<file path="src/core/ext_irq_map.svh">
// Notes on behaviour
// - Pending flag reads 1 while request pending
// - Writing 1 to ack strobe clears latch
// - Ack strobe reads 0, reset clears it
// - Select 1: edges and levels; 0: edges
// - Break permit 1 lets ack clear latch
// - Latch cleared in break stays cleared
// - Break permit 0 blocks ack in break
// - Low pin sets; fetch, ack, reset clear
// - Level mode: pending until ack and high
// - Mask set blocks request to CPU
// - Pending flag ignores request mask
`ifndef EXT_IRQ_MAP_SVH
`define EXT_IRQ_MAP_SVH
`define ISC_ADDR        8'h1A
`define ISC_RESET       8'h00
`define ISC_MODE_BIT    0
`define ISC_MASK_BIT    1
`define ISC_ACK_BIT     2
`define ISC_PEND_BIT    3
`define IST_ADDR        8'h1B
`define IEN_ADDR        8'h1C
`define IST_RESET       2'h0
`define IST_LATCH_BIT   0
`define IST_ACK_BIT     1
`endif

</file>
<file path="src/core/ext_irq_pkg.sv">
package ext_irq_pkg;
	typedef logic [7:0] reg8_t;
	typedef logic [1:0] evt_t;
endpackage : ext_irq_pkg

</file>
<file path="src/core/external_irq_status_control.sv">
`timescale 1ns/1ps
`include "ext_irq_map.svh"
module external_irq_status_control #(
	parameter int ADDR_W = 8
) (
	input  wire logic              clk_i,
	input  wire logic              rst_i,
	input  wire logic              ce_i,
	input  wire logic              wb_cyc_i,
	input  wire logic              wb_stb_i,
	input  wire logic              wb_we_i,
	input  wire logic [ADDR_W-1:0] wb_adr_i,
	input  wire logic [3:0]        wb_sel_i,
	input  wire logic [31:0]       wb_dat_i,
	output logic [31:0]            wb_dat_o,
	output logic                   wb_ack_o,
	input  wire logic              irq_pin_n_i,
	input  wire logic              vector_fetch_i,
	input  wire logic              break_state_i,
	input  wire logic              break_clear_permit_i,
	output logic                   cpu_irq_req_o,
	output logic                   irq_o
);
	import ext_irq_pkg::*;

	// Refuse an address bus too narrow for the map
	if (ADDR_W < 8) begin : g_adr_check
		$error("ADDR_W must be at least 8");
	end

	// Reset images
	localparam reg8_t ISC_INIT = `ISC_RESET;
	localparam evt_t  IST_INIT = `IST_RESET;

	// Pin history for the edge detector
	logic               pin_q;
	logic               pin_d;

	// Interrupt latch
	logic               latch_q;
	logic               latch_d;

	// Sensitivity select
	logic               mode_q;
	logic               mode_d;

	// Request mask
	logic               mask_q;
	logic               mask_d;

	// Event status bits
	evt_t               ist_q;
	evt_t               ist_d;

	// Event enable bits
	evt_t               ien_q;
	evt_t               ien_d;

	// Bus answer
	logic               ack_q;
	logic               ack_d;
	logic [31:0]        dat_q;
	logic [31:0]        dat_d;

	// Bus request and decode
	logic               cyc_stb;
	logic               req;
	logic               wr_req;
	logic               wr_lane0;
	logic               upd;
	logic [7:0]         adr8;
	logic               hit_isc;
	logic               hit_ist;
	logic               hit_ien;
	logic               any_hit;
	logic               wr_isc;
	logic               wr_ist;
	logic               wr_ien;

	// Write data fields
	logic               wd_mode;
	logic               wd_mask;
	logic               wd_ack;
	logic               wd_evt0;
	logic               wd_evt1;
	evt_t               wd_evt;

	// Latch control
	logic               sw_ack;
	logic               brk_open;
	logic               ack_ok;
	logic               fetch_clr;
	logic               clr;
	logic               pin_low;
	logic               fall;
	logic               level;
	logic               set;
	logic               new_evt;
	evt_t               evt_set;
	evt_t               clr_evt;

	// Read side and outputs
	logic               pend;
	logic               rd_ack;
	reg8_t              isc_rd;
	logic [31:0]        rd_isc;
	logic [31:0]        rd_ist;
	logic [31:0]        rd_ien;
	logic [31:0]        rd_mux;
	evt_t               irq_hits;
	logic               req_out;

	// Bus request, taken once per transfer
	assign cyc_stb  = wb_cyc_i & wb_stb_i;
	assign req      = cyc_stb & ~ack_q;
	assign wr_req   = req & wb_we_i;
	assign wr_lane0 = wr_req & wb_sel_i[0];

	// Address decode on the low byte
	assign adr8     = wb_adr_i[7:0];
	assign hit_isc  = (adr8 == `ISC_ADDR);
	assign hit_ist  = (adr8 == `IST_ADDR);
	assign hit_ien  = (adr8 == `IEN_ADDR);
	assign any_hit  = hit_isc | hit_ist | hit_ien;

	// Register write strobes
	assign wr_isc   = wr_lane0 & hit_isc;
	assign wr_ist   = wr_lane0 & hit_ist;
	assign wr_ien   = wr_lane0 & hit_ien;

	// Control write fields
	assign wd_mode  = wb_dat_i[`ISC_MODE_BIT];
	assign wd_mask  = wb_dat_i[`ISC_MASK_BIT];
	assign wd_ack   = wb_dat_i[`ISC_ACK_BIT];

	// Status and enable write fields
	assign wd_evt0  = wb_dat_i[`IST_LATCH_BIT];
	assign wd_evt1  = wb_dat_i[`IST_ACK_BIT];
	assign wd_evt   = {wd_evt1, wd_evt0};

	// State moves only while the clock enable is high
	assign upd = ce_i;

	assign sw_ack = wr_isc & wd_ack;

	assign brk_open = ~break_state_i | break_clear_permit_i;

	assign ack_ok = sw_ack & brk_open;

	assign fetch_clr = vector_fetch_i;

	assign clr = ack_ok | fetch_clr;

	assign pin_low = ~irq_pin_n_i;

	assign fall = pin_q & pin_low;

	assign level = mode_q & pin_low;

	assign set = fall | level;

	// New latch event
	assign new_evt = set & ~latch_q;

	// Event set vector
	assign evt_set = {ack_ok, new_evt};

	// Event clear vector, write one to clear
	assign clr_evt = wr_ist ? wd_evt : 2'h0;

	assign pend = latch_q;

	assign rd_ack = 1'b0;

	// Control read image
	assign isc_rd = {4'h0, pend, rd_ack, mask_q, mode_q};

	assign req_out = latch_q & ~mask_q;

	// Enabled status events
	assign irq_hits = ist_q & ien_q;

	// Read words, upper bits zero
	assign rd_isc = {24'h0, isc_rd};
	assign rd_ist = {30'h0, ist_q};
	assign rd_ien = {30'h0, ien_q};

	// Read data selection, unmapped reads zero
	assign rd_mux = ~any_hit ? 32'h0 :
		hit_isc ? rd_isc :
		hit_ist ? rd_ist : rd_ien;

	// Pin sample for the edge detector
	always_comb begin
		pin_d = irq_pin_n_i;
	end

	always_comb begin
		latch_d = latch_q;
		if (clr) begin
			latch_d = 1'b0;
		end
		if (set) begin
			latch_d = 1'b1;
		end
	end

	always_comb begin
		mode_d = mode_q;
		if (wr_isc) begin
			mode_d = wd_mode;
		end
	end

	always_comb begin
		mask_d = mask_q;
		if (wr_isc) begin
			mask_d = wd_mask;
		end
	end

	// Event status, set wins over clear
	always_comb begin
		ist_d = ist_q & ~clr_evt;
		ist_d = ist_d | evt_set;
	end

	// Event enables written by software
	always_comb begin
		ien_d = ien_q;
		if (wr_ien) begin
			ien_d = wd_evt;
		end
	end

	// Answer one cycle after the request is taken
	always_comb begin
		ack_d = req;
	end

	// Read data registered for the answer cycle
	always_comb begin
		dat_d = rd_mux;
	end

	// Pin history, idle high after reset
	always_ff @(posedge clk_i) begin
		if (rst_i) begin
			pin_q <= 1'b1;
		end else if (upd) begin
			pin_q <= pin_d;
		end
	end

	always_ff @(posedge clk_i) begin
		if (rst_i) begin
			latch_q <= ISC_INIT[`ISC_PEND_BIT];
		end else if (upd) begin
			latch_q <= latch_d;
		end
	end

	always_ff @(posedge clk_i) begin
		if (rst_i) begin
			mode_q <= ISC_INIT[`ISC_MODE_BIT];
		end else if (upd) begin
			mode_q <= mode_d;
		end
	end

	// Mask register
	always_ff @(posedge clk_i) begin
		if (rst_i) begin
			mask_q <= ISC_INIT[`ISC_MASK_BIT];
		end else if (upd) begin
			mask_q <= mask_d;
		end
	end

	// Event status register
	always_ff @(posedge clk_i) begin
		if (rst_i) begin
			ist_q <= IST_INIT;
		end else if (upd) begin
			ist_q <= ist_d;
		end
	end

	// Event enable register
	always_ff @(posedge clk_i) begin
		if (rst_i) begin
			ien_q <= IST_INIT;
		end else if (upd) begin
			ien_q <= ien_d;
		end
	end

	// Bus acknowledge
	always_ff @(posedge clk_i) begin
		if (rst_i) begin
			ack_q <= 1'b0;
		end else if (upd) begin
			ack_q <= ack_d;
		end
	end

	// Bus read data
	always_ff @(posedge clk_i) begin
		if (rst_i) begin
			dat_q <= 32'h0;
		end else if (upd) begin
			dat_q <= dat_d;
		end
	end

	// Bus outputs
	assign wb_ack_o = ack_q;
	assign wb_dat_o = dat_q;

	// Request to the CPU
	assign cpu_irq_req_o = req_out;

	// Level interrupt while any enabled event is set
	assign irq_o = |irq_hits;
endmodule : external_irq_status_control

</file>
<file path="config.mk">
export PLATFORM = sky130hd
export DESIGN_NAME = external_irq_status_control
export DESIGN_NICKNAME = d
export VERILOG_FILES = /design/src/core/ext_irq_pkg.sv /design/src/core/external_irq_status_control.sv
export VERILOG_INCLUDE_DIRS = /design/src /design/src/core
export SDC_FILE = /design/constraint.sdc
export NUM_CORES = 1
export LEC_CHECK = 0
export BUFFER_PORTS_ARGS = -buffer_cell sky130_fd_sc_hd__buf_2
export CAP_MARGIN = 20
export CORE_UTILIZATION = 35
export CTS_CLUSTER_DIAMETER = 50
export DETAILED_ROUTE_END_ITERATION = 10
export MAX_ROUTING_LAYER = met4
export PLACE_DENSITY = 0.81
export SLEW_MARGIN = 20
export SYNTH_ARGS = -nofsm -noshare
export SYNTH_HDL_FRONTEND = slang
export SYNTH_SLANG_ARGS = --single-unit
</file>
<file path="constraint.sdc">
create_clock -name clk_i -period 1.6 [get_ports clk_i]
set_input_delay 0.08 -clock clk_i [delete_from_list [all_inputs] [get_ports clk_i]]
set_output_delay 0.08 -clock clk_i [all_outputs]
set_load 0.03 [all_outputs]
</file>
==> flow_results.org, run 1 <==
** Placement
- The count of buffers added on input and output ports is 27.
- DP Wirelength :: 1.30 mm
- Cell Area, Placed :: between 900 and 1000 um2
- Routability Congestion :: slightly below 0.8
- Worst-case setup slack after placement :: ~0.31 ns

** Yosys
- Share of synthesized area occupied by flip-flops and latches :: between 20% and 30%
- Synthesized flop and latch total :: 12
- Number of distinct library cell variants in the gate-level netlist after synthesis :: 30
- In the synthesized netlist, the number of instances is ~100.
- Summing every instance area after synthesis gives 875 um2.
- Number of synthesis warnings :: 0
- Mapped Avg Cell Area :: approximately 8.6 um2

** Hold path
- Instance count along the most critical hold path :: 3
- The min-delay analysis places its worst path in the category in2reg.

** STA
- The total count of hold-check failures in the final report came to 0.
- Setup repair after global routing missed its margin :: no
- Fin crit share :: about four fifths
- Across all setup checks in the final design, the least slack found is between 0.2 and 0.3 ns.
- Total negative slack :: 0 ns
- The worst path needs about 1.3 ns of the cycle, external delays included.
- Clock Skew :: 0.00616 ns
- FMAX :: between 700 and 800 MHz
- The final max-slew violation count came to 0.
- Final setup fails :: 0
- Final Hold Slack :: between 0.08 and 0.09 ns

** GRT
- Total routing resource utilization after global routing :: a little over an eighth
- Entering global routing, the biggest net connects 15 pins.
- Global-route wire length before repair :: 2.57 mm
- Number of global-route vias before repair :: slightly above 600
- After global routing the overflow that remains totals 0.
- Antenna violations before repair :: 0

** Detailed routing
- The pre-antenna-repair detailed-routing pass consisted of 4 iterations.
- In the final routed layout, each cell accounts on average for 10.4 um.
- Detailed routing inserted a total of between 700 and 800 vias.
- DRT antenna net count :: 0
- The detailed router finished its first iteration with 20 violations.
- Vias per cell :: approximately 4.5
- Routed WL :: roughly 1.6 mm
- Number of remaining DRC errors :: 0

** Clocking
- Clock-pin slew on the worst setup and hold paths :: ~0.08 ns
- In this run, post-CTS hold repair placed 0 buffers.
- CTS sink cnt :: 12
- TritonCTS buffer count :: 3
- CTS tree :: yes
- Clock root cell :: sky130_fd_sc_hd__clkbuf_4
- Clock latency of the later-clocked register in the worst-skew pair :: approximately 0.27 ns
- Resized Gates After CTS :: 0
- Buffers added to address setup during post-CTS repair amount to 0.
- Maximum level of the CTS H-tree :: 1
- Maximum count of clock buffers along a single path :: 2

** Layout
- Most frequent cells in the layout :: sky130_fd_sc_hd__conb_1 (29), sky130_fd_sc_hd__buf_2 (27), sky130_fd_sc_hd__dfxtp_1 (12), sky130_fd_sc_hd__nand2b_1 (8)
- Fraction of final layout cells with drive strength greater than 1 :: 26.4%
- Number of antenna cells inserted :: 0
- The library cell used most frequently in the layout, excluding fill and tap cells, is sky130_fd_sc_hd__conb_1.
- Total of fill cells in the finished design :: ~230
- Final instance area :: approximately 950 um2
- At the end of the flow, the number of nets in the layout was ~180.
- Compared with the post-synthesis result, the final layout area differs by 8.44%.

** Critical path
- The number of cells on the worst reg-to-reg path is 4.
- At the worst endpoint, the required time is between 1.5 and 2 ns.
- Worst Setup Start Kind :: register
- Category of the critical setup timing path :: reg2reg
- Flop-to-flop setup slack :: a little under 0.3 ns
- Critical-path maximum fanout :: 3
- Worst endpoint data arrival time :: 1.51 ns
- Element type at the critical path end :: register

** Power and ir drop
- The analysis attributes to cell leakage a power of ~0.47 nW.
- VDD sags by at most 0.000360 V.
- Power density over cell area :: about 760 nW/um2

** Floorplan
- Die boundary width :: approximately 52 um
- The floorplan step defined a die boundary enclosing roughly 2700 um2.
- Effective utilization at floorplan :: about two fifths
- Number of rows created at floorplan :: 17
- For this design the top-level I/O count stands at 89.
- The floorplan step set the die height to roughly 52 um.
- Area of the placeable core :: 2280 um2

** Job
- Across the run, the number of max-cap violations was 0.

** Run status
- Status :: completed
## final timing paths
path	start	end
worst max-delay path	wb_ack_o$_SDFFE_PP0P_	ien_q[1]$_SDFFE_PP0P_
worst min-delay path	irq_pin_n_i	pin_q$_SDFFE_PP1P_
worst max register to register	wb_ack_o$_SDFFE_PP0P_	ien_q[1]$_SDFFE_PP0P_
worst min register to register	wb_dat_o[3]$_SDFFE_PP0P_	wb_dat_o[3]$_SDFFE_PP0P_
## state kept, by name, summed over array words and instances, names as in the netlist
name      flops
wb_ack_o      1
pin_q         1
mode_q        1
ist_q         2
mask_q        1
wb_dat_o      3
latch_q       1
ien_q         2
## metal layers
layer,vias up,global-route usage [%],routed length (um)
met5,-,-,0
met4,0,9.01,11
met3,2,4.09,143
met2,42,19.7,779
met1,328,15.8,691
li1,342,-,-
## cells in the mapped netlist, drive strengths merged
| master | count | area [um2] |
|---|---|---|
| a21oi | 6 | 30.0 |
| a22o | 1 | 8.76 |
| and3 | 1 | 6.26 |
| and3b | 1 | 8.76 |
| and4bb | 1 | 12.5 |
| buf | 31 | 234 |
| clkbuf | 1 | 3.75 |
| conb | 1 | 3.75 |
| dfxtp | 12 | 240 |
| inv | 1 | 3.75 |
| mux2i | 6 | 60.1 |
| nand2 | 2 | 7.51 |
| nand2b | 8 | 50.1 |
| nand3 | 3 | 15.0 |
| nand4 | 2 | 18.8 |
| nand4b | 1 | 8.76 |
| nor2 | 6 | 22.5 |
| nor2b | 5 | 31.3 |
| nor3b | 1 | 7.51 |
| nor4b | 1 | 23.8 |
| o2111ai | 1 | 8.76 |
| o211ai | 1 | 7.51 |
| o21ai | 4 | 23.8 |
| o21bai | 1 | 7.51 |
| o2bb2ai | 2 | 17.5 |
| or2 | 2 | 12.5 |
## logic make-up (layout without fill, tap and decap cells)
kind of cell	count (synthesis)	in the layout	synth area share, %
other cells	1	29	0.429
mux	6	6	6.87
buf+inv	33	32	27.6
flops	12	12	27.5
compound gates	16	16	11.9
simple gates	34	34	25.8
## stage by stage
stage | std cells | total power [mW] | utilization [%]
finish | 157 | 0.720 | 41.7
global route | 157 | 0.764 | 41.7
CTS | 157 | 0.727 | 41.7
detailed placement | 153 | 0.489 | 40.1
global placement | 153 | 0.486 | 40.1
floorplan | 130 | 0.507 | -
## worst max-delay path, stage by stage (launching register included)
cell and delay (ns):
sky130_fd_sc_hd__dfxtp_1 0.32, sky130_fd_sc_hd__and3b_1 0.27, sky130_fd_sc_hd__nand4b_1 0.16, sky130_fd_sc_hd__nor2b_1 0.27, sky130_fd_sc_hd__mux2i_1 0.21
## final cells by class
type / instances / area (um2) / share of cell area [%]
multi-input combinational: 85 / 498 / 52.5
clock buffer: 4 / 36.3 / 3.83
tap: 28 / 35.0 / 3.69
sequential: 12 / 240 / 25.3
inverter: 1 / 3.75 / 0.396
timing repair buffer: 27 / 135 / 14.2
## where the power goes
part,internal (mW),total (mW),leakage (nW),switching (mW)
sequential,0.304,0.309,0.0973,0.00428
clock,0.138,0.237,0.0210,0.0984
combinational,0.0407,0.175,0.352,0.134
total,0.483,0.720,0.471,0.237
(Power assumes the default switching activity.)
==> run 2: changes to the inputs <==
Clock period 1.6 ns to 1.21 ns, I/O delays scaled along.
==> run 2 against run 1 <==
Sequential share of layout area down 0.96 points. Hold slack worse by 0.034 ns. Flip-flop and latch count unchanged. Via count is 6.0% higher. Global-route usage is 0.64 points higher. Non-clock buffer count up 4. Critical path depth did not move. Clock skew decreased by 0.0036 ns. Critical endpoint is now ien_q[0]$_SDFFE_PP0P_. Largest cell class unchanged. Largest power group unchanged. Highest routed layer unchanged.
==> flow_results.org, run 2 (synthesis results as in run 1) <==
** Hold path
- Instance count along the most critical hold path :: 3 (unchanged)
- Source of the worst hold timing path :: irq_pin_n_i
- Min-Delay Endpoint :: pin_q$_SDFFE_PP1P_
- The worst hold path belongs to the class in2reg.

** Layout
- Number of antenna cells inserted :: 0 (unchanged)
- The flip-flop count of the largest register after layout was 3 (unchanged).
- Leaving out fill and tap cells, the most frequent cells in the layout are sky130_fd_sc_hd__conb_1 (29), sky130_fd_sc_hd__buf_2 (27), sky130_fd_sc_hd__dfxtp_1 (11), sky130_fd_sc_hd__nand2b_1 (8).
- The fill cell total of the finished layout came to 237 (+1.3%).
- The final design area excluding fillers came to 991 um2 (+4.5%).
- Most common library cell in the layout ignoring fill and taps :: sky130_fd_sc_hd__conb_1
- The number of nets in the final layout was 188 (+2.2%).
- Fraction of final layout cells with drive strength greater than 1 :: 32.3% (+6.0 points)
- Area Overhead vs Synth :: 13.3%

** Floorplan
- The initial standard-cell utilization of the core was 38.4% (unchanged).
- The die width came to 52.0 um (unchanged).
- Area of the placeable core :: 2280 um2 (unchanged)
- The cell row count was 17 (unchanged).
- Area enclosed by the die boundary :: 2700 um2 (unchanged)
- The die span in y was 52.0 um (unchanged).
- The number of top-level design ports was 89 (unchanged).

** Detailed routing
- The post-route DRC violation count came to 0 (unchanged).
- Total vias in the final route :: 757 (+6.0%)
- Pre-antenna DRT Iters :: 4 (unchanged)
- The post-detailed-route count of antenna-violating nets is 0 (unchanged).
- Vias per cell :: 4.70 (+3.4%)
- Violation count after the first detailed-route iteration :: 14 (-30%)
- The total wire length came to 1.70 mm (+4.5%).
- Wire length per cell :: 10.6 um (+1.9%)

** Placement
- Routability Congestion :: 0.821 (+3.9%)
- The minimum setup slack after placement is -0.0213 ns (-0.329 ns).
- DP Wirelength :: 1.33 mm (+1.9%)
- Input/output buffers :: 27 (unchanged)
- The placed cell area was 931 um2 (+2.1%).

** Clocking
- Maximum count of clock buffers along a single path :: 2 (unchanged)
- The number of H-tree levels was 1 (unchanged).
- CTS sink cnt :: 12 (unchanged)
- The tree is rooted in a sky130_fd_sc_hd__clkbuf_4.
- TritonCTS built the clock tree.
- The clock latency on the worst-skew pair was 0.27 ns (about the same).
- TritonCTS buffer count :: 3 (unchanged)
- Clock-pin slew on the worst setup and hold paths :: 0.08 ns (about the same)

** Power and ir drop
- The worst ir drop on vdd is 0.000540 V (+50%).
- The leakage power came to 0.492 nW (+4.5%).
- Power density over cell area :: 979 nW/um2 (+29%)

** STA
- Setup repair after global routing could not meet its margin everywhere.
- Fin crit share :: 98.3% (+17 points)
- The final max-slew violation count is 0 (unchanged).
- The number of failing setup endpoints in the final timing report is 0 (unchanged).
- The worst-case setup margin in the final layout is 0.0201 ns (-0.274 ns).
- The setup skew after layout was 0.00253 ns (-0.00363 ns).
- The total count of hold-check failures in the final report came to 0 (unchanged).
- The peak clock frequency supported by timing was 840 MHz (+9.7%).
- The minimum clock period after layout is 1.19 ns (-0.116 ns).

** Job
- Number of violations of the max-capacitance limit :: 0 (unchanged)

** Critical path
- The slack of the worst reg-to-reg path is 0.02 ns (-0.27 ns).
- The worst-path maximum fanout is 3 (unchanged).
- Number of cells on the worst reg-to-reg path :: 4 (unchanged)
- Element type at the critical path end :: register
- The worst endpoint required time was 1.42 ns (-0.38 ns).
- In this run the critical register-to-register path is launched from wb_ack_o$_SDFFE_PP0P_.
- The worst setup path is of the reg2reg kind.
- The worst register-to-register path ends at ien_q[0]$_SDFFE_PP0P_.
- STA classifies the critical path startpoint as a register.
- Worst endpoint data arrival time :: 1.40 ns (-0.11 ns)

** GRT
- Met1 track demand over resource in global routing :: 13.9% (-1.9 points)
- Total routing resource utilization after global routing :: 14.1% (+0.64 points)
- The maximum number of pins on one net before global-route repair came to 15 (unchanged).
- The total congestion overflow after global routing came to 0 (unchanged).
- The met3 global-route usage came to 5.85% (+1.8 points).
- Most Used Layer, Global Route :: met2
- Global-route wire length before repair :: 2.70 mm (+5.4%)
- GR Util met2 :: 23.9% (+4.3 points)
- Antenna violations before repair :: 0 (unchanged)
- The via count of the first global-routing pass is 679 (+11%).

** Run status
- The flow ran to the end, and the final reports show no timing, DRC or antenna violations.
[run 2: critical path: stages (launching register included)]
cell                       delay [ns]
sky130_fd_sc_hd__dfxtp_2         0.32
sky130_fd_sc_hd__and3b_2         0.26
sky130_fd_sc_hd__nand4b_1        0.15
sky130_fd_sc_hd__nor2b_2         0.20
sky130_fd_sc_hd__mux2i_1         0.20
[run 2: timing repair]
item / in CTS / in global routing
setup buffers: 1 / 1
pin swaps: 1 / 4
hold buffers: 0 / 0
endpoints found under the setup margin: 3 / 4
gates resized for setup: 1 / 2
[run 2: through the flow]
| stage | std cells | hold slack, ns | setup TNS, ns | utilization, % | power (mW) |
|---|---|---|---|---|---|
| after floorplan | 130 | 0.204 | 0 | - | 0.671 |
| after global placement | 155 | 0.334 | 0 | 40.9 | 0.647 |
| after detailed placement | 155 | 0.343 | -0.0259 | 40.9 | 0.652 |
| after CTS | 160 | 0.0536 | 0 | 42.9 | 0.975 |
| after global routing | 161 | 0.0739 | -0.229 | 43.5 | 1.02 |
| final | 161 | 0.0560 | 0 | 43.5 | 0.970 |
[run 2: per-layer routing]
layer	wire, um	share of wire [%]	vias to the layer above
met2	843	50	53
met1	655	39	346
li1	-	-	352
met5	0	0	-
met4	23	1.4	0
met3	177	10	6
[run 2: cell type report]
type | instances | area, um2 | area share (%)
multi-input cells | 85 | 509 | 51.4
flip-flops and latches | 12 | 241 | 24.4
repair buffers | 31 | 165 | 16.7
clock buffers | 4 | 36.3 | 3.66
well taps | 28 | 35.0 | 3.54
inverters | 1 | 3.75 | 0.379
[run 2: report_power, final]
group	switching, mW	internal [mW]	total, mW
Combinational	0.180	0.0608	0.241
Sequential	0.00606	0.403	0.409
Clock	0.138	0.183	0.321
[run 2: how the worst max path moves through the flow]
stage	depth (start not counted)	endpoint	from	slack, ns
after floorplan	4	ien_q[0]$_SDFFE_PP0P_	wb_ack_o$_SDFFE_PP0P_	0.02
after global placement	4	ien_q[1]$_SDFFE_PP0P_	wb_ack_o$_SDFFE_PP0P_	0.01
after detailed placement	4	ien_q[1]$_SDFFE_PP0P_	wb_ack_o$_SDFFE_PP0P_	-0.02
after CTS	5	ist_q[0]$_SDFFE_PP0P_	wb_ack_o$_SDFFE_PP0P_	0.009
after global routing	4	ien_q[0]$_SDFFE_PP0P_	wb_ack_o$_SDFFE_PP0P_	-0.06
final	4	ien_q[0]$_SDFFE_PP0P_	wb_ack_o$_SDFFE_PP0P_	0.02
